[config.mk]
export PLATFORM = sky130hd
export DESIGN_NAME = pcsp_top
export DESIGN_NICKNAME = d
export VERILOG_FILES = /design/src/core/pcsp_pkg.sv /design/src/core/pcsp_divider.sv /design/src/core/pcsp_top.sv
export SDC_FILE = /design/constraint.sdc
export NUM_CORES = 1
export LEC_CHECK = 0
export BUFFER_PORTS_ARGS = -buffer_cell sky130_fd_sc_hd__clkbuf_2
export CORE_ASPECT_RATIO = 1.4
export CORE_MARGIN = 2
export CORE_UTILIZATION = 63
export CTS_CLUSTER_DIAMETER = 30
export CTS_CLUSTER_SIZE = 25
export DETAILED_ROUTE_END_ITERATION = 10
export PLACE_DENSITY = 0.87
export REMOVE_ABC_BUFFERS = 1
export SLEW_MARGIN = 20
export SYNTH_ARGS = -nofsm -noshare
export SYNTH_HDL_FRONTEND = slang
export SYNTH_SLANG_ARGS = --single-unit
[constraint.sdc]
create_clock -name sys_clk -period 6.7 [get_ports sys_clk]
set_clock_uncertainty 0.1 [all_clocks]
set_input_delay 0.335 -clock sys_clk [delete_from_list [all_inputs] [get_ports sys_clk]]
set_output_delay 0.335 -clock sys_clk [all_outputs]
set_load 0.02 [all_outputs]
[src/core/pcsp_pkg.sv]
// package: register map, field layout and divisor decode for the clock prescaler
package pcsp_pkg;

  localparam int ADDR_W = 12;
  localparam logic [11:0] OFS_BUS_CLOCK_CONTROL = 12'h02c;
  localparam logic [11:0] OFS_UART_CLOCK_SOURCE_SELECT = 12'h030;
  localparam logic [11:0] OFS_PERIPH_CLOCK_SOURCE_SELECT = 12'h034;
  localparam logic [11:0] OFS_SILICON_REVISION = 12'h03c;
  localparam logic [11:0] OFS_LCD_CLOCK_DIVIDER = 12'h040;
  localparam logic [11:0] OFS_SYNC_SERIAL_CLOCK_DIVIDER = 12'h044;
  localparam logic [11:0] OFS_CONVERTER_CLOCK_DIVIDER = 12'h048;
  localparam logic [11:0] OFS_USB_CLOCK_DIVIDER = 12'h04c;
  localparam logic [11:0] OFS_CLOCK_STATUS = 12'h050;

  // field positions
  localparam int BIT_DMA_GATE = 0;
  localparam int BIT_SEL_SYNC_SERIAL = 1;
  localparam int BIT_SEL_CONVERTER = 2;
  localparam int BIT_SEL_USB = 3;
  localparam int STAT_PENDING_LSB = 8;
  localparam int NUM_UART = 3;
  localparam int DIV_W = 8;

  // reset values
  localparam logic [2:0] RST_UART_SEL = 3'h0;
  localparam logic [2:0] RST_PERIPH_SEL = 3'h0;
  localparam logic [7:0] RST_DIVISOR = 8'h00;
  localparam logic RST_DMA_GATE = 1'b0;

  // per-peripheral one-cycle clock enables
  typedef struct packed {
    logic [2:0] uart;
    logic syncSerial;
    logic converter;
    logic usbDevice;
    logic lcdData;
  } pcsp_ticks_t;

  // terminal count for a divisor field: zero passes through, bit k gives 2^(k+1)-1;
  // an illegal pattern falls back to its highest set bit
  function automatic logic [7:0] div_limit(input logic [7:0] div);
    logic [8:0] tmp;
    logic [7:0] lim;
    tmp = 9'h000;
    lim = 8'h00;
    for (int i = 0; i < 8; i++) begin
      if (div[i]) begin
        tmp = (9'h002 << i) - 9'h001;
        lim = tmp[7:0];
      end
    end
    return lim;
  endfunction : div_limit

endpackage : pcsp_pkg

[src/core/pcsp_divider.sv]
// glitch-free source select and power-of-two divider producing a clock enable
`timescale 1ns/10ps
`default_nettype none
module pcsp_divider (
  input wire logic clk, // bus clock
  input wire logic rst, // synchronous reset, active high
  input wire logic srcTickLow, // source enable chosen when select is 0
  input wire logic srcTickHigh, // source enable chosen when select is 1
  input wire logic selReq, // requested source select
  input wire logic [7:0] divReq, // requested divisor field
  output logic tickOut, // one-cycle divided clock enable
  output logic selActive, // source select now in use
  output logic pending // request not yet applied
);

  logic sel_q;
  logic [7:0] lim_q;
  logic [7:0] cnt_q;
  logic tick_q;
  logic srcTick;
  logic atWrap;
  logic [7:0] limReq;

  assign srcTick = sel_q ? srcTickHigh : srcTickLow;
  assign atWrap = srcTick && (cnt_q == lim_q);
  assign limReq = pcsp_pkg::div_limit(divReq);

  always_ff @(posedge clk) begin
    if (rst) begin
      sel_q <= 1'b0;
      lim_q <= 8'h00;
    end else if (atWrap) begin
      sel_q <= selReq;
      lim_q <= limReq;
    end
  end

  always_ff @(posedge clk) begin
    if (rst) begin
      cnt_q <= 8'h00;
    end else if (atWrap) begin
      cnt_q <= 8'h00;
    end else if (srcTick) begin
      cnt_q <= cnt_q + 8'h01;
    end
  end

  always_ff @(posedge clk) begin
    if (rst) begin
      tick_q <= 1'b0;
    end else begin
      tick_q <= atWrap;
    end
  end

  assign tickOut = tick_q;
  assign selActive = sel_q;
  assign pending = (sel_q != selReq) || (lim_q != limReq);

endmodule : pcsp_divider
`default_nettype wire

[src/core/pcsp_top.sv]
// peripheral clock source select and prescaler block with APB register slave
`timescale 1ns/10ps
`default_nettype none
// Functional notes
// - uart select bit: 1 bus clock, 0 crystal
// - usb select: 1 usb pll, 0 bus; resets 0
// - converter select: 1 oscillator, 0 bus clock
// - sync serial select: 1 oscillator, 0 bus
// - reserved bits read zero; software writes zero
// - lcd clock: bus clock divided by 2^(k+1)
// - sync serial clock divided likewise, up to 256
// - converter clock divided likewise, up to 256
// - usb clock divided likewise, up to 256
// - usb divisor resets to zero, divide by one
// - read-only 16-bit revision in low half
// - dma bus clock gated when bit is 1
module pcsp_top #(
  parameter logic [15:0] REVISION_NUMBER = 16'h00a5 // arbitrary value
) (
  input wire logic sys_clk, // bus clock, 40 MHz
  input wire logic rst, // synchronous reset, active high
  input wire logic psel, // apb select
  input wire logic penable, // apb access phase
  input wire logic pwrite, // apb direction
  input wire logic [11:0] paddr, // apb byte address
  input wire logic [31:0] pwdata, // apb write data
  output logic [31:0] prdata, // apb read data
  output logic pready, // apb ready
  output logic pslverr, // apb error on unmapped address
  input wire logic xtalClkIn, // crystal oscillator clock, asynchronous
  input wire logic usbPllClkIn, // usb pll clock, asynchronous
  output pcsp_pkg::pcsp_ticks_t clkTicks, // per-peripheral clock enables
  output logic dmaBusClkEn // dma controller bus clock enable
);

  localparam logic [31:0] ZERO32 = 32'h0000_0000;

  logic [2:0] uartSel_q;
  logic [2:0] periphSel_q;
  logic [7:0] lcd_data_clock_divisor_q;
  logic [7:0] ssDiv_q;
  logic [7:0] convDiv_q;
  logic [7:0] usb_divisor_q;
  logic dmaGate_q;
  logic [31:0] prdata_q;
  logic [2:0] xtalSync_q;
  logic [2:0] pllSync_q;
  logic xtalTick;
  logic pllTick;
  logic busTick;
  logic addrHit;
  logic wrEn;
  logic [31:0] rdMux;
  logic [2:0] uartTick;
  logic [2:0] uartActive;
  logic [2:0] uartPend;
  logic [3:0] perTick;
  logic [3:0] perActive;
  logic [3:0] perPend;

  assign busTick = 1'b1;

  // two-stage synchronisers, edge found on the settled stages only
  always_ff @(posedge sys_clk) begin
    if (rst) begin
      xtalSync_q <= 3'h0;
      pllSync_q <= 3'h0;
    end else begin
      xtalSync_q <= {xtalSync_q[1:0], xtalClkIn};
      pllSync_q <= {pllSync_q[1:0], usbPllClkIn};
    end
  end

  assign xtalTick = xtalSync_q[1] && !xtalSync_q[2];
  assign pllTick = pllSync_q[1] && !pllSync_q[2];

  // apb decode
  always_comb begin
    unique case (paddr)
      pcsp_pkg::OFS_BUS_CLOCK_CONTROL,
      pcsp_pkg::OFS_UART_CLOCK_SOURCE_SELECT,
      pcsp_pkg::OFS_PERIPH_CLOCK_SOURCE_SELECT,
      pcsp_pkg::OFS_SILICON_REVISION,
      pcsp_pkg::OFS_LCD_CLOCK_DIVIDER,
      pcsp_pkg::OFS_SYNC_SERIAL_CLOCK_DIVIDER,
      pcsp_pkg::OFS_CONVERTER_CLOCK_DIVIDER,
      pcsp_pkg::OFS_USB_CLOCK_DIVIDER,
      pcsp_pkg::OFS_CLOCK_STATUS: addrHit = 1'b1;
      default: addrHit = 1'b0;
    endcase
  end

  assign wrEn = psel && penable && pwrite && addrHit;

  always_comb begin
    rdMux = ZERO32;
    unique case (paddr)
      pcsp_pkg::OFS_BUS_CLOCK_CONTROL: rdMux[pcsp_pkg::BIT_DMA_GATE] = dmaGate_q;
      pcsp_pkg::OFS_UART_CLOCK_SOURCE_SELECT: rdMux[2:0] = uartSel_q;
      pcsp_pkg::OFS_PERIPH_CLOCK_SOURCE_SELECT: rdMux[3:1] = periphSel_q;
      pcsp_pkg::OFS_SILICON_REVISION: rdMux[15:0] = REVISION_NUMBER;
      pcsp_pkg::OFS_LCD_CLOCK_DIVIDER: rdMux[7:0] = lcd_data_clock_divisor_q;
      pcsp_pkg::OFS_SYNC_SERIAL_CLOCK_DIVIDER: rdMux[7:0] = ssDiv_q;
      pcsp_pkg::OFS_CONVERTER_CLOCK_DIVIDER: rdMux[7:0] = convDiv_q;
      pcsp_pkg::OFS_USB_CLOCK_DIVIDER: rdMux[7:0] = usb_divisor_q;
      pcsp_pkg::OFS_CLOCK_STATUS: begin
        rdMux[2:0] = uartActive;
        rdMux[6:3] = perActive;
        rdMux[pcsp_pkg::STAT_PENDING_LSB +: 7] = {perPend, uartPend};
      end
      default: rdMux = ZERO32;
    endcase
  end

  // read data captured in the setup phase, stable through the access phase
  always_ff @(posedge sys_clk) begin
    if (rst) begin
      prdata_q <= ZERO32;
    end else if (psel && !penable) begin
      prdata_q <= pwrite ? ZERO32 : rdMux;
    end
  end

  assign prdata = prdata_q;
  assign pready = 1'b1;
  assign pslverr = psel && penable && !addrHit;

  always_ff @(posedge sys_clk) begin
    if (rst) begin
      uartSel_q <= pcsp_pkg::RST_UART_SEL;
    end else if (wrEn && paddr == pcsp_pkg::OFS_UART_CLOCK_SOURCE_SELECT) begin
      uartSel_q <= pwdata[2:0];
    end
  end

  // usb, converter, sync serial selects reset to bus clock
  always_ff @(posedge sys_clk) begin
    if (rst) begin
      periphSel_q <= pcsp_pkg::RST_PERIPH_SEL;
    end else if (wrEn && paddr == pcsp_pkg::OFS_PERIPH_CLOCK_SOURCE_SELECT) begin
      periphSel_q <= pwdata[3:1];
    end
  end

  always_ff @(posedge sys_clk) begin
    if (rst) begin
      lcd_data_clock_divisor_q <= pcsp_pkg::RST_DIVISOR;
      ssDiv_q <= pcsp_pkg::RST_DIVISOR;
      convDiv_q <= pcsp_pkg::RST_DIVISOR;
      usb_divisor_q <= pcsp_pkg::RST_DIVISOR;
    end else if (wrEn) begin
      if (paddr == pcsp_pkg::OFS_LCD_CLOCK_DIVIDER) begin
        lcd_data_clock_divisor_q <= pwdata[7:0];
      end
      if (paddr == pcsp_pkg::OFS_SYNC_SERIAL_CLOCK_DIVIDER) begin
        ssDiv_q <= pwdata[7:0];
      end
      if (paddr == pcsp_pkg::OFS_CONVERTER_CLOCK_DIVIDER) begin
        convDiv_q <= pwdata[7:0];
      end
      if (paddr == pcsp_pkg::OFS_USB_CLOCK_DIVIDER) begin
        usb_divisor_q <= pwdata[7:0];
      end
    end
  end

  always_ff @(posedge sys_clk) begin
    if (rst) begin
      dmaGate_q <= pcsp_pkg::RST_DMA_GATE;
    end else if (wrEn && paddr == pcsp_pkg::OFS_BUS_CLOCK_CONTROL) begin
      dmaGate_q <= pwdata[pcsp_pkg::BIT_DMA_GATE];
    end
  end

  assign dmaBusClkEn = !dmaGate_q;

  // uart: select 1 bus clock, 0 crystal, no divisor
  for (genvar g = 0; g < pcsp_pkg::NUM_UART; g++) begin : gUart
    pcsp_divider uDiv (
      .clk(sys_clk),
      .rst(rst),
      .srcTickLow(xtalTick),
      .srcTickHigh(busTick),
      .selReq(uartSel_q[g]),
      .divReq(pcsp_pkg::RST_DIVISOR),
      .tickOut(uartTick[g]),
      .selActive(uartActive[g]),
      .pending(uartPend[g])
    );
  end

  // lcd data clock from bus clock only
  pcsp_divider uLcd (
    .clk(sys_clk),
    .rst(rst),
    .srcTickLow(busTick),
    .srcTickHigh(busTick),
    .selReq(1'b0),
    .divReq(lcd_data_clock_divisor_q),
    .tickOut(perTick[0]),
    .selActive(perActive[0]),
    .pending(perPend[0])
  );

  // sync serial: 1 oscillator, 0 bus clock
  pcsp_divider uSyncSerial (
    .clk(sys_clk),
    .rst(rst),
    .srcTickLow(busTick),
    .srcTickHigh(xtalTick),
    .selReq(periphSel_q[0]),
    .divReq(ssDiv_q),
    .tickOut(perTick[1]),
    .selActive(perActive[1]),
    .pending(perPend[1])
  );

  // converter: 1 oscillator, 0 bus clock
  pcsp_divider uConverter (
    .clk(sys_clk),
    .rst(rst),
    .srcTickLow(busTick),
    .srcTickHigh(xtalTick),
    .selReq(periphSel_q[1]),
    .divReq(convDiv_q),
    .tickOut(perTick[2]),
    .selActive(perActive[2]),
    .pending(perPend[2])
  );

  // usb: 1 usb pll, 0 bus clock
  pcsp_divider uUsb (
    .clk(sys_clk),
    .rst(rst),
    .srcTickLow(busTick),
    .srcTickHigh(pllTick),
    .selReq(periphSel_q[2]),
    .divReq(usb_divisor_q),
    .tickOut(perTick[3]),
    .selActive(perActive[3]),
    .pending(perPend[3])
  );

  assign clkTicks.uart = uartTick;
  assign clkTicks.lcdData = perTick[0];
  assign clkTicks.syncSerial = perTick[1];
  assign clkTicks.converter = perTick[2];
  assign clkTicks.usbDevice = perTick[3];

endmodule : pcsp_top
`default_nettype wire

# After elaboration in Yosys (flattened, before gate mapping)
# Cells that the tools add are included.
# word_totals
regBits,178
input_bits,51
output_inout_bits,42
# op_classes
n_addsub,7
n_eq_ne,23
muxes,46
reduce_logical,39
# ops
operator,n
$eq 12x7->1 const B,5
$add 8x1->8 const B,7
$eq 12x6->1 const B,4
$mux 7,5
$eq 8x8->1,4
$mux 8,4
$ne 8x8->1,4
$logic_not 8->1,3
$mux 6,4
$mux 5,4
$pmux 3 s6,1
$logic_and 1x1->1,16
$mux 4,4
$pmux 2 s8,1
$mux 15,1
$reduce_or 2->1,7
$mux 3,4
$mux 1,11
$pmux 1 s5,2
$reduce_or 9->1,1
$mux 2,4
$pmux 1 s8,1
$reduce_and 2->1,4
$ne 1x1->1,6
other kinds (2),8

# Longest topological paths before layout
# logic_depth
word_depth,12
mapped_depth,7
depth_no_buf,6

# Modules after synthesis
# Synthesis repeated with hierarchy kept, for this count alone.
# unflattened
cells_unflattened,1181
hier_area_um2,10736.5
# modules_own_cells
module,n_inst,cells_each,area_each_um2,seq_area_each_um2
pcsp_divider,7,120,1093.5,360.3
pcsp_top,1,341,3081.7,1201.2

# Least setup slack after synthesis
# Ideal clock, no wire load.
# synth_timing
path_kind,input to output
from,in paddr[4]
to,out pslverr
t_arrival_ns,1.864
required_time_ns,6.265
setup_slack_ns,4.401
path_stages,5
path_cell_list,clkbuf_1 and4b_1 a211oi_1 a211oi_1 nor4_1
# synth_via
elab_chain_len,5
# synth_rtl
item,line,source
"start, declared",pcsp_top.sv:25,"input wire logic [11:0] paddr,"
$eq 12x6->1 / $eq 12x7->1 (equally long branches),pcsp_top.sv:79,unique case (paddr)
$reduce_or 9->1 (*),pcsp_top.sv:79,
$mux 1 (*),pcsp_top.sv:79,
$logic_not 1->1 (*),pcsp_top.sv:126,assign pslverr = psel && penable && !addrHit;
$logic_and 1x1->1 (*),pcsp_top.sv:126,
"end, declared",pcsp_top.sv:29,"output logic pslverr,"
# Every way passes the cells marked *; elsewhere a longest branch is shown, timed or not.

# Worst setup path in the final report
# layout_timing
from,in paddr[2]
to,out pslverr
# Same word-level chain as after synthesis.

==> results <==
- In this run the power density over the cells is roughly 250 nW/um^2.
- Data arrives at the worst endpoint at 2.21 ns.
- The die is 98.6 microns wide.
- The met3 layer usage reported by global route is 5.81%.
- Measured along the y axis, the die boundary spans 136 microns.
- The slowest stage of the critical path is the sky130_fd_sc_hd__nor4_1 cell.
- The global-route total usage across every layer is 28.3%.
- The post-layout minimum cycle time is 2.64 ns.
- The maximum number of buffers from clock root to sink is 2.
- For this configuration, the core starts out at a cell density of 64.4%.
- Summing all multi-input logic gate instances after layout gives 4340 sq um.
- Summed over all nets, the switching power comes to ~0.55 mW.
- The worst min-delay path class is in2reg.
- The number of instances in the synthesized netlist is between 900 and 1k.
- The number of flops mapped to enable cells by yosys is 0.
- The floorplan has 48 rows.
- The number of antenna violations at the first check in global routing is 0.
- Walking the worst path, the cells encountered are clkbuf_2 -> and4b_1 -> a211oi_1 -> a211oi_1 -> nor4_1 -> clkbuf_2.
- The worst path uses about two fifths of the clock period.
- In this run, post-CTS hold repair placed 0 buffers.
- The startpoint kind of the worst setup timing path is a primary input.
- The wire length after detailed routing is around 19 mm.
- The worst-margin pin slew is 0.928 ns.
- The clock latency of the later-clocked register in the worst-skew pair is 0.43 ns.
- The worst-case IR drop observed on VDD is 175 uV.
- The max-slew headroom at the worst pin is 37.6%.
- The first routing iteration left 451 violations.
- Post-CTS repair changed the size of 0 cells.
- After floorplanning, the core was sized to cover 12,300 sq um.
- The die covers between 10,000 and 15,000 sq um.
- The clock net in this run drives a total of roughly 160 sinks.
- Relative to the synthesized area, the layout overhead comes to 9.85%.
- The wire-length estimate of the detail-placed layout is 13.1 mm.
- Of the cells placed in the final design, the portion with a size suffix greater than 1 is 11.6%.
- Clock-pin slew was measured on the worst setup and hold paths at 0.07 ns.
- The critical path is of the in2out type.
- Among all flip-flop cells after synthesis, the most frequent one is sky130_fd_sc_hd__dfxtp_1.
- The TritonCTS clock tree is yes.
- The number of setup buffers added after CTS is 0.
- At the end of the flow, the number of nets in the layout was approximately 1k.
- The final number of max-transition violations was 0.
- The utilization after layout is 70.7%.
- The highest achievable clock rate is 379 MHz.
- The via count normalized by instance count is 6.05.
- The maximum number of pins on one net before global-route repair is between 60 and 70.
- Summing the sequential cell areas from Yosys gives 40.9% of the chip area.
- The first-pass GRT wire length is just over 30 mm.
- The largest single stage delay on the critical path is approximately 0.59 ns.
- Global routing used 33.2% of the available met1 tracks.
- The count of warnings emitted by yosys is 0.
- Summed over all layers, the global routing overflow is 0.
- In this run, the combinational gates consume between 8 and 9% of the power.
- The setup violation total in the final timing report is 0.
- The critical path endpoint category is an output pin.
- The total negative slack is 0 ns.
- In the final layout, flip-flops and latches occupy approximately 3200 sq um.
- For the worst setup path, the data required time is 6.26 ns.
- The distinct cell type count after synthesis is 59.
- In this run, flip-flops and latches consume 46.3% of the power.
- Across all layers, the routed design uses 6,692 vias.
- In this run the static leakage power is 3.46 nW.
- Port buffering added 50 buffers.
- The placer congestion estimate is 0.977.
- The count of endpoints failing hold in the final timing report is 0.
- The first TritonRoute pass finished after 8 iterations.
- The synthesized design contains between 150 and 200 register bits.
- After synthesis, the share of flip-flops with an asynchronous set or reset is 0%.
- The internal power component is 1.60 mW.
- In the routed design, unresolved DRC markers number 0.
- The post-route antenna net violation count is 0.
- 0 antenna diodes ended up in the layout.
- The largest fanout on the critical path is 17.
- The post-synthesis area per instance is 8.57 sq um.
- The met2 usage is 47.9%.
- Buffers inserted during clock tree synthesis total 17.
- The via count of the first global-routing pass was 6,321.
- Fill cells in the final layout number 942.
- The proportion of total power due to net switching is 25.7%.
- The flow ran to the end, and the final reports show no timing, DRC or antenna violations.
- The mapped netlist covers 7890 sq um.
- Pin placement for this block handled 93 I/O pins.
- In this run the most used layer during global routing was met2.
- CTS placed an instance of sky130_fd_sc_hd__clkbuf_16 at the clock tree root.
- The max-capacitance violation count is 0.
- The clock group share of total power is 45.3%.
- Setup repair after global routing left no endpoint under its margin.
- The average wire per cell in the routed design is roughly 17 microns.
- The number of H-tree levels is 4.
final timing paths:
| kind | to | slack [ns] | cells past startpoint | start |
|---|---|---|---|---|
| setup / recovery | pslverr | 4.06 | 6 | paddr[2] |
| hold / removal | xtalSync_q[0]$_SDFF_PP0_ | 0.01 | 2 | xtalClkIn |
| setup reg to reg | prdata[14]$_SDFFE_PP0P_ | 4.30 | 5 | usb_divisor_q[4]$_SDFFE_PP0P_ |
| hold reg to reg | xtalSync_q[1]$_SDFF_PP0_ | 0.34 | 1 | xtalSync_q[0]$_SDFF_PP0_ |
power by group through the flow:
stage / Clock (mW) / Sequential (mW) / Combinational (mW)
after floorplan: 0 / 1.02 / 0.113
after global placement: 0 / 1.02 / 0.172
after detailed placement: 0 / 1.02 / 0.176
after CTS: 0.983 / 0.998 / 0.177
after global routing: 1.02 / 1.00 / 0.196
final: 0.977 / 0.999 / 0.180
logic make-up after synthesis:
family / after synthesis / share of synthesized area, %
xor+xnor: 95 / 10.6
buf+inv: 77 / 4.90
simple gates: 399 / 25.3
mux: 50 / 6.49
fa+ha+maj: 10 / 1.59
compound gates: 126 / 10.2
flops: 161 / 40.9
other cells: 2 / 0.0952
cells in the final DEF (no fill, tap or decap), drive strengths merged, types with 9 or more instances in the layout:
cell type	instances
ha	10
nor2	123
nor2b	14
dfxtp	161
o21ai	11
and3	13
a22oi	12
a21oi	58
conb	18
mux2	9
nand2b	14
nand2	89
inv	18
or4	9
nor3	19
xnor2	23
nand3	51
nand4	17
mux2i	41
nor4	12
or3	10
o31ai	10
xor2	72
clkbuf	67
synth_stat cells, types with 2 or more instances:
cell type	instances	area, sq um
sky130_fd_sc_hd__a211oi_1	6	45.0
sky130_fd_sc_hd__a21oi_1	58	290
sky130_fd_sc_hd__a22o_1	2	17.5
sky130_fd_sc_hd__a22oi_1	12	90.1
sky130_fd_sc_hd__a2bb2oi_1	2	17.5
sky130_fd_sc_hd__a311oi_1	3	26.3
sky130_fd_sc_hd__a31oi_1	3	18.8
sky130_fd_sc_hd__and3_1	13	81.3
sky130_fd_sc_hd__buf_1	2	7.51
sky130_fd_sc_hd__buf_4	26	195
sky130_fd_sc_hd__clkbuf_1	36	135
sky130_fd_sc_hd__conb_1	2	7.51
sky130_fd_sc_hd__dfxtp_1	161	3220
sky130_fd_sc_hd__ha_1	10	125
sky130_fd_sc_hd__inv_1	13	48.8
sky130_fd_sc_hd__mux2_2	9	101
sky130_fd_sc_hd__mux2i_1	41	410
sky130_fd_sc_hd__nand2_1	89	334
sky130_fd_sc_hd__nand2b_1	14	87.6
sky130_fd_sc_hd__nand3_1	51	255
sky130_fd_sc_hd__nand4_1	17	106
sky130_fd_sc_hd__nor2_1	123	462
sky130_fd_sc_hd__nor2b_1	14	87.6
sky130_fd_sc_hd__nor3_1	17	85.1
sky130_fd_sc_hd__nor3_2	2	20.0
sky130_fd_sc_hd__nor4_1	10	62.6
sky130_fd_sc_hd__nor4b_1	7	61.3
sky130_fd_sc_hd__nor4bb_1	5	50.1
sky130_fd_sc_hd__o2111a_1	4	45.0
sky130_fd_sc_hd__o2111ai_1	2	17.5
sky130_fd_sc_hd__o21a_1	3	22.5
sky130_fd_sc_hd__o21ai_0	11	55.1
sky130_fd_sc_hd__o21bai_1	2	15.0
sky130_fd_sc_hd__o221ai_1	2	17.5
sky130_fd_sc_hd__o31ai_1	10	75.1
sky130_fd_sc_hd__o32ai_1	2	17.5
sky130_fd_sc_hd__or2_2	7	43.8
sky130_fd_sc_hd__or3_1	9	56.3
sky130_fd_sc_hd__or4_1	6	45.0
sky130_fd_sc_hd__or4_4	2	22.5
sky130_fd_sc_hd__xnor2_1	23	201
sky130_fd_sc_hd__xor2_1	72	631
registers in the layout, summed over array words and instances (netlist names), 8 cells and up:
register                  flops
uLcd.cnt_q                    8
uUsb.cnt_q                    8
uLcd.lim_q                    8
usb_divisor_q                 8
prdata                       15
ssDiv_q                       8
lcd_data_clock_divisor_q      8
uConverter.cnt_q              8
uSyncSerial.cnt_q             8
uUsb.lim_q                    8
uSyncSerial.lim_q             8
gUart.uDiv.cnt_q             24
uConverter.lim_q              8
convDiv_q                     8
per-layer routing:
metal / up-vias / part of all wire, % / wire length (microns)
li1: 3209 / - / -
met1: 3174 / 40 / 7500
met2: 244 / 50 / 9290
met3: 65 / 5.3 / 992
met4: 0 / 4.9 / 925
met5: - / 0 / 0
stage by stage:
stage / hold slack, ns / cells / setup slack, ns / total power [mW] / cell area, sq um
after floorplan: 0.304 / 872 / 4.45 / 1.13 / 7610
after global placement: 0.320 / 1074 / 3.88 / 1.19 / 8060
after detailed placement: 0.323 / 1074 / 3.93 / 1.20 / 8060
after CTS: 0.00575 / 1106 / 4.22 / 2.16 / 8660
after global routing: 0.0462 / 1106 / 4.09 / 2.22 / 8660
final: 0.0113 / 1106 / 4.06 / 2.16 / 8660
layout make-up:
class / instances / share of cell area (%)
Tap cell: 150 / 2.17
Clock buffer: 18 / 5.07
Timing Repair Buffer: 52 / 3.09
Inverter: 13 / 0.563
Sequential cell: 161 / 37.2
Clock inverter: 14 / 1.78
Multi-Input combinational cell: 698 / 50.1
worst max-delay path: cells and delay by family:
family                 cells  cell delay (ns)
and+or+nand+nor            2             0.88
buffers and inverters      2             0.53
AOI/OAI and AO/OA          2             0.47
No activity file was read; power rests on OpenSTA's default activity.
